File: src/hw/acc_rotate_map.svh
// Constants for the accumulator rotate and set-bit datapath
`ifndef ACC_ROTATE_MAP_SVH
`define ACC_ROTATE_MAP_SVH

`define ACC_RESET        8'h00
`define CARRY_RESET      1'b0
`define PORT_ONE_RESET   8'hFF
`define RD_DATA_RESET    1'b0
`define BIT_RAM_BITS     128
`define BIT_RAM_RESET    128'h0
`define BIT_RAM_TOP      8'h7F
`define PORT_ONE_BASE    8'h90
`define PORT_ONE_MASK    8'hF8
`define PORT_ONE_BIT_LSB 0
`define PORT_ONE_BIT_MSB 2
`define ACC_MSB          7
`define ACC_LSB          0
`define OP_CYCLES        1

`endif

File: src/hw/acc_rotate_pkg.sv
// Types shared by the rotate and set-bit datapath
package acc_rotate_pkg;

   typedef enum logic [4:0] {
      OP_IDLE            = 5'h01,
      ROTATE_ACC_RIGHT   = 5'h02,
      ROTATE_ACC_RIGHT_VIA_CARRY = 5'h04,
      FORCE_BIT_HIGH_C   = 5'h08,
      FORCE_BIT_HIGH_ADR = 5'h10
   } op_t;

   typedef struct packed {
      op_t        op;
      logic [7:0] bit_addr;
   } op_req_t;

   typedef struct packed {
      logic       valid;
      logic [7:0] bit_addr;
   } bit_wr_t;

   typedef struct packed {
      logic       is_ram;
      logic [6:0] ram_idx;
      logic       is_port;
      logic [2:0] port_bit;
      logic       is_other;
   } bit_target_t;

endpackage : acc_rotate_pkg

File: src/hw/bit_target_decode.sv
// Decodes a direct bit address into bit RAM, port latch or other space
`timescale 1ns/1ps
`include "acc_rotate_map.svh"

module bit_target_decode
   import acc_rotate_pkg::*;
(
   input  wire logic [7:0] bit_addr,   // Direct bit address
   output bit_target_t     target      // Decoded target
);

   wire logic in_ram  = (bit_addr <= `BIT_RAM_TOP);
   wire logic in_port = ((bit_addr & `PORT_ONE_MASK) == `PORT_ONE_BASE);

   // Remaining special bits belong to other core registers
   assign target = '{is_ram:   in_ram,
                     ram_idx:  bit_addr[6:0],
                     is_port:  in_port,
                     port_bit: bit_addr[`PORT_ONE_BIT_MSB:`PORT_ONE_BIT_LSB],
                     is_other: ~in_ram & ~in_port};

endmodule : bit_target_decode

File: src/hw/accumulator_rotate_setbit_unit.sv
// Accumulator rotate right, rotate through carry and set-bit datapath
// Function
// - Plain rotate right moves every accumulator bit one place down and bit 0 wraps to bit 7.
// - Plain rotate right leaves every flag, carry included, as it was.
// - Rotate through carry turns accumulator and carry as one nine-bit ring one place right.
// - Rotate through carry loads old bit 0 into carry and old carry into bit 7.
// - Rotate through carry changes no flag except carry.
// - Set-bit forces the chosen bit to one whatever it held.
// - Set-bit may target the carry or any directly bit-addressable bit.
// - Set-bit changes only the target bit and no other flag.
// - Set-bit on a port latch bit changes that latch and the driven port output with it.
`timescale 1ns/1ps
`include "acc_rotate_map.svh"

module accumulator_rotate_setbit_unit
   import acc_rotate_pkg::*;
(
   input  wire logic       clock,         // Core clock
   input  wire logic       rst_n,         // Async reset, active low
   input  op_req_t         req,           // Decoded operation and bit address
   input  wire logic       acc_load,      // Core writes accumulator
   input  wire logic [7:0] acc_load_data, // Value for accumulator
   input  wire logic       carry_load,    // Core writes carry
   input  wire logic       carry_data,    // Value for carry
   input  wire logic       port_load,     // Core writes port one latch
   input  wire logic [7:0] port_load_data, // Value for port one latch
   input  wire logic [7:0] rd_addr,       // Bit RAM read address
   output logic [7:0]      acc,           // Accumulator
   output logic            carry,         // Carry flag
   output logic [7:0]      port_one,      // Port one output latch
   output logic            rd_data,       // Bit RAM read data
   output bit_wr_t         other_wr,      // Set request for other bits
   output logic            op_done        // Operation completed
);

   logic [7:0]               acc_ff;
   logic [7:0]               nxt_acc;
   logic                     carry_ff;
   logic                     nxt_carry;
   logic [7:0]               port_one_ff;
   logic [7:0]               nxt_port_one;
   logic [`BIT_RAM_BITS-1:0] bit_ram_ff;
   logic                     rd_data_ff;
   bit_wr_t                  other_wr_ff;
   bit_wr_t                  nxt_other_wr;
   logic                     done_ff;
   bit_target_t              tgt;
   wire logic [`BIT_RAM_BITS-1:0] ram_hit;
   wire logic [7:0]          port_hit;

   bit_target_decode u_decode (
      .bit_addr (req.bit_addr),
      .target   (tgt)
   );

   // One-hot op codes, so at most one of these is high
   wire logic do_rr   = (req.op == ROTATE_ACC_RIGHT);
   wire logic do_rrc  = (req.op == ROTATE_ACC_RIGHT_VIA_CARRY);
   wire logic do_setc = (req.op == FORCE_BIT_HIGH_C);
   wire logic do_seta = (req.op == FORCE_BIT_HIGH_ADR);
   wire logic any_op  = do_rr | do_rrc | do_setc | do_seta;

   wire logic set_ram   = do_seta & tgt.is_ram;
   wire logic set_port  = do_seta & tgt.is_port;
   wire logic set_other = do_seta & tgt.is_other;

   wire logic [7:0] acc_rr  = {acc_ff[`ACC_LSB], acc_ff[`ACC_MSB:1]};
   wire logic [7:0] acc_rrc = {carry_ff, acc_ff[`ACC_MSB:1]};

   // Rotates take acc and carry, carry set takes carry; a core load of that register in the same cycle loses
   assign nxt_acc = do_rr  ? acc_rr :
                    do_rrc ? acc_rrc :
                    acc_load ? acc_load_data : acc_ff;

   assign nxt_carry = do_rrc  ? acc_ff[`ACC_LSB] :
                      do_setc ? 1'b1 :
                      do_rr   ? carry_ff :
                      carry_load ? carry_data : carry_ff;

   assign nxt_other_wr = '{valid: set_other, bit_addr: req.bit_addr};

   always_ff @(posedge clock or negedge rst_n) begin
      if (!rst_n) begin
         acc_ff   <= `ACC_RESET;
         carry_ff <= `CARRY_RESET;
      end else begin
         acc_ff   <= nxt_acc;
         carry_ff <= nxt_carry;
      end
   end

   always_ff @(posedge clock or negedge rst_n) begin
      if (!rst_n) begin
         // Pulses last one cycle; the core samples them on the next edge
         other_wr_ff <= '0;
         done_ff     <= 1'b0;
         rd_data_ff  <= `RD_DATA_RESET;
      end else begin
         other_wr_ff <= nxt_other_wr;
         done_ff     <= any_op;
         rd_data_ff  <= bit_ram_ff[rd_addr[6:0]];
      end
   end

   // Hit vectors keep one writer per register; each bit sets only on its own address
   genvar gi;
   generate
      for (gi = 0; gi < `BIT_RAM_BITS; gi++) begin : g_ram
         assign ram_hit[gi] = set_ram & (tgt.ram_idx == 7'(gi));
      end
      for (gi = 0; gi < 8; gi++) begin : g_port
         assign port_hit[gi] = set_port & (tgt.port_bit == 3'(gi));
      end
   endgenerate

   // Set beats a same-cycle load on its bit; other port bits follow the load
   assign nxt_port_one = (port_load ? port_load_data : port_one_ff) | port_hit;

   always_ff @(posedge clock or negedge rst_n) begin
      if (!rst_n) begin
         bit_ram_ff  <= `BIT_RAM_RESET;
         port_one_ff <= `PORT_ONE_RESET;
      end else begin
         bit_ram_ff  <= bit_ram_ff | ram_hit;
         port_one_ff <= nxt_port_one;
      end
   end

   assign acc      = acc_ff;
   assign carry    = carry_ff;
   assign port_one = port_one_ff;
   assign rd_data  = rd_data_ff;
   assign other_wr = other_wr_ff;
   assign op_done  = done_ff;
endmodule : accumulator_rotate_setbit_unit

File: config.mk
export PLATFORM = sky130hd
export DESIGN_NAME = accumulator_rotate_setbit_unit
export DESIGN_NICKNAME = d
export VERILOG_FILES = /design/src/hw/acc_rotate_pkg.sv /design/src/hw/bit_target_decode.sv /design/src/hw/accumulator_rotate_setbit_unit.sv
export VERILOG_INCLUDE_DIRS = /design/src /design/src/hw
export SDC_FILE = /design/constraint.sdc
export NUM_CORES = 1
export LEC_CHECK = 0
export BUFFER_PORTS_ARGS = -buffer_cell sky130_fd_sc_hd__buf_4
export CAP_MARGIN = 20
export CORE_AREA = 2 2 126 128
export CTS_CLUSTER_DIAMETER = 200
export DETAILED_ROUTE_END_ITERATION = 6
export DIE_AREA = 0 0 128 130
export GPL_TIMING_DRIVEN = 0
export SLEW_MARGIN = 0
export SYNTH_ARGS = -nofsm -noshare
export SYNTH_HDL_FRONTEND = slang
export SYNTH_SLANG_ARGS = --single-unit
File: constraint.sdc
create_clock -name clock -period 2.6 [get_ports clock]
set_input_delay 0.52 -clock clock [delete_from_list [all_inputs] [get_ports clock]]
set_output_delay 0.52 -clock clock [all_outputs]
set_load 0.01 [all_outputs]
==> flow_summary_export.csv <==
group,metric,value,unit
synth,yosys_warnings,0,
drt,wire_per_inst,20.95,um
place,portBuffers,65,
drt,num_vias,4568,
synth,synth_area_leader_cell,"dfrtp_1",
clock_network,cts-htree-levels,4,
clock_network,cts_buffer_depth,2,
setup_path,critPathTopFamily,"simple AND/OR/NAND/NOR gates",
drt,routed_wl,16470,um
synth,syn_nets,539,
synth,yosys-top-cells-area,"dfrtp_1 (55%), a21o_1 (11%), mux4_2 (8.7%)",
setup_path,worstSetupPathType,"input pin to register",
timing,whs,71.33,ps
setup_path,crit_path_top_delay_cell,"nor2_1",
place,place_ws,-128.6,ps
clock_network,hold_buffers,0,
place,gp_congestion,0.8030,
synth,async_flop_share,100.0,%
clock_network,numCtsBuffers,17,
grt,grt_pass1_vias,4747,
timing,relSlewSlack,32.11,%
floorplan,die_height,130,um
power_and_ir_drop,max-vdd-ir-drop,0.4590,mV
run_status,status,"finished clean",
synth,ys_ff_latch,156,
grt,grt_max_degree,98,
timing,fin_crit_sh,87.99,%
timing,period_needed,2288,ps
synth,synth_top_area_share,54.87,%
setup_path,cp.required,2960,ps
timing,fin_worst_skew,8.672,ps
drt,remaining_drc_errors,0,
floorplan,io_pins,71,
floorplan,rows,46,
synth,ys.flop_type,"dfrtp_1",
power_and_ir_drop,powerDensity,677.5,mW/mm2
drt,detail-route-antenna-nets,0,
synth,synth.most_common_cell,"dfrtp_1",
timing,rsz0062_at_grt,"false",
clock_network,clk_pin_slew,60,ps
setup_path,critical_path.startpoint,"req[8]",
power_and_ir_drop,comb_power_share,7.6,%
layout,multiInputGateArea,0.002698,mm2
layout,diodes,0,
floorplan,die-area,0.01664,mm2
timing,slew_viol_final,0,
timing,fin_ws,312.3,ps
flow_run,drv_cap,0,
power_and_ir_drop,seqPwrFrac,45.9,%
setup_path,worst-path-buf-inv,1,
synth,synth.distinct_cells,42,
drt,dr.first_iter.drc_count,388,
timing,setup_viol,0,
floorplan,coreArea,0.01542,mm2
clock_network,clock_latency,430,ps
setup_path,critPathMaxFanout,8,
power_and_ir_drop,p_switching,1.240,mW
floorplan,fp.dieW,128,um
setup_path,worstReg2RegStart,"bit_ram_ff[2]",
min_path,hold_class,"input pin to asynchronous set/reset pin",
grt,antenna_found_initial,0,
timing,worst-slew-pin-transition,1015,ps
setup_path,cp_cell_sequence,"buf_4 > nor4_1 > nand4b_1 > nor2_1 > a21o_1",
synth,synth_edf_count,0,
layout,utilization,52.67,%
timing,fmax,437.1,MHz
layout,area_delta_synth_final,20.35,%
power_and_ir_drop,total_power,5.504,mW
power_and_ir_drop,internal_power,4.264,mW
clock_network,postCtsSetupRepairBufs,0,
grt,grt_pass1_wl,26540,um
setup_path,max_stage_delay,910,ps
setup_path,worst_setup_path_end_kind,"register",
timing,setup_tns,0,ps
synth,yosysSeqAreaShare,57.98,%
drt,drt_pass1_iterations,4,
floorplan,start_util,43.76,%
drt,via_per_inst,5.812,
synth,avgSynthCellArea,13.61,um2
setup_path,start_kind,"input pin",
power_and_ir_drop,leakage,4.539,nW
setup_path,arrival,2650,ps
timing,hold_violations,0,
layout,nNetsFinal,624,
clock_network,cts_root_buf,"clkbuf_16",
synth,synth_area,0.006750,mm2
clock_network,cts_resized,0,
place,dp_hpwl,11060,um
synth,synth_common_cells,"dfrtp_1 (148), a21o_1 (96), o21bai_1 (32)",
grt,overflow,0,
synth,synth_cells,496,
power_and_ir_drop,clockPowerShare,46.4,%
layout,fillers,1345,
layout,drive_above_1_share,25.42,%
layout,regArea,0.003914,mm2
power_and_ir_drop,swShare,22.53,%
grt,grt_use_total,21.58,%
clock_network,cts_tree,"yes",
clock_network,cts_num_sinks,156,
## stage by stage
stage               std cells  area, um2
CTS                       786       8124
global route              786       8124
finish                    786       8124
global placement          753       7478
floorplan                 496       6750
detailed placement        754       7510
## final cells by class
cell class | instances | share of cell area, %
Sequential cell | 156 | 48.17
Timing Repair Buffer | 66 | 6.391
Buffer | 31 | 1.663
Multi-Input combinational cell | 308 | 33.21
Clock buffer | 22 | 5.837
Tap cell | 192 | 2.957
Inverter | 1 | 0.04620
Clock inverter | 10 | 1.725
## cells by family after synthesis
group	count (synthesis)	share of synthesized area, %
buffers and inverters	32	2.057
flip-flops	156	57.98
AO/OA/AOI/OAI	152	16.42
multiplexers	58	15.11
AND/OR/NAND/NOR	97	8.304
XOR/XNOR	1	0.1298
## sequential cells by signal, summed over array words and instances, names as in the netlist
name,flops
acc,8
op_done,1
carry,1
rd_data,1
other_wr,9
port_one,8
bit_ram_ff,128
## final timing paths
path | slack [ps] | endpoint | depth (start not counted)
setup / recovery | 310 | bit_ram_ff[25] | 5
hold / removal | 70 | bit_ram_ff[25] | 1
setup reg to reg | 590 | rd_data | 5
hold reg to reg | 450 | bit_ram_ff[24] | 1
max in group asynchronous | 1670 | bit_ram_ff[6] | 2
min in group clock | 210 | other_wr[0] | 1
## power by group through the flow
stage | combinational (mW) | sequential, mW | clock [mW]
6_report | 0.421 | 2.53 | 2.55
4_1_cts | 0.428 | 2.53 | 2.60
5_1_grt | 0.462 | 2.53 | 2.72
3_3_place_gp | 0.414 | 2.57 | 0
2_1_floorplan | 0.179 | 2.58 | 0
3_5_place_dp | 0.427 | 2.57 | 0
## placed cells by master (no fill, tap or decap), drive strengths merged, types with 2 or more instances in the layout
cell type,netlist,final
and3b,4,4
o21bai,32,32
clkbuf,20,42
dfstp,8,8
a31o,2,2
nand3b,8,8
nand4,3,3
mux4,33,33
o21ai,7,7
a21o,96,96
or3b,5,5
clkinv,0,4
nor3b,4,4
nand2b,2,2
nor3,4,4
mux2i,25,25
nand4b,3,3
buf,11,77
clkinvlp,0,3
and2,2,2
nor4,6,6
a221oi,2,2
dfrtp,148,148
nand2,11,11
nor2,29,29
bufinv,0,3
nor2b,3,3
a21oi,8,8
nand3,9,9
or3,2,2
## per-layer routing
metal / up-vias / GRT usage (%) / part of all wire (%) / routed length [um]
met4: 0 / 8.145 / 1.7 / 277
met5: - / 0 / 0 / 0
met3: 22 / 4.510 / 5.5 / 903
met2: 135 / 33.66 / 47 / 7784
li1: 2018 / - / - / -
met1: 2393 / 30.18 / 46 / 7500
No activity file was read; power rests on OpenSTA's default activity.
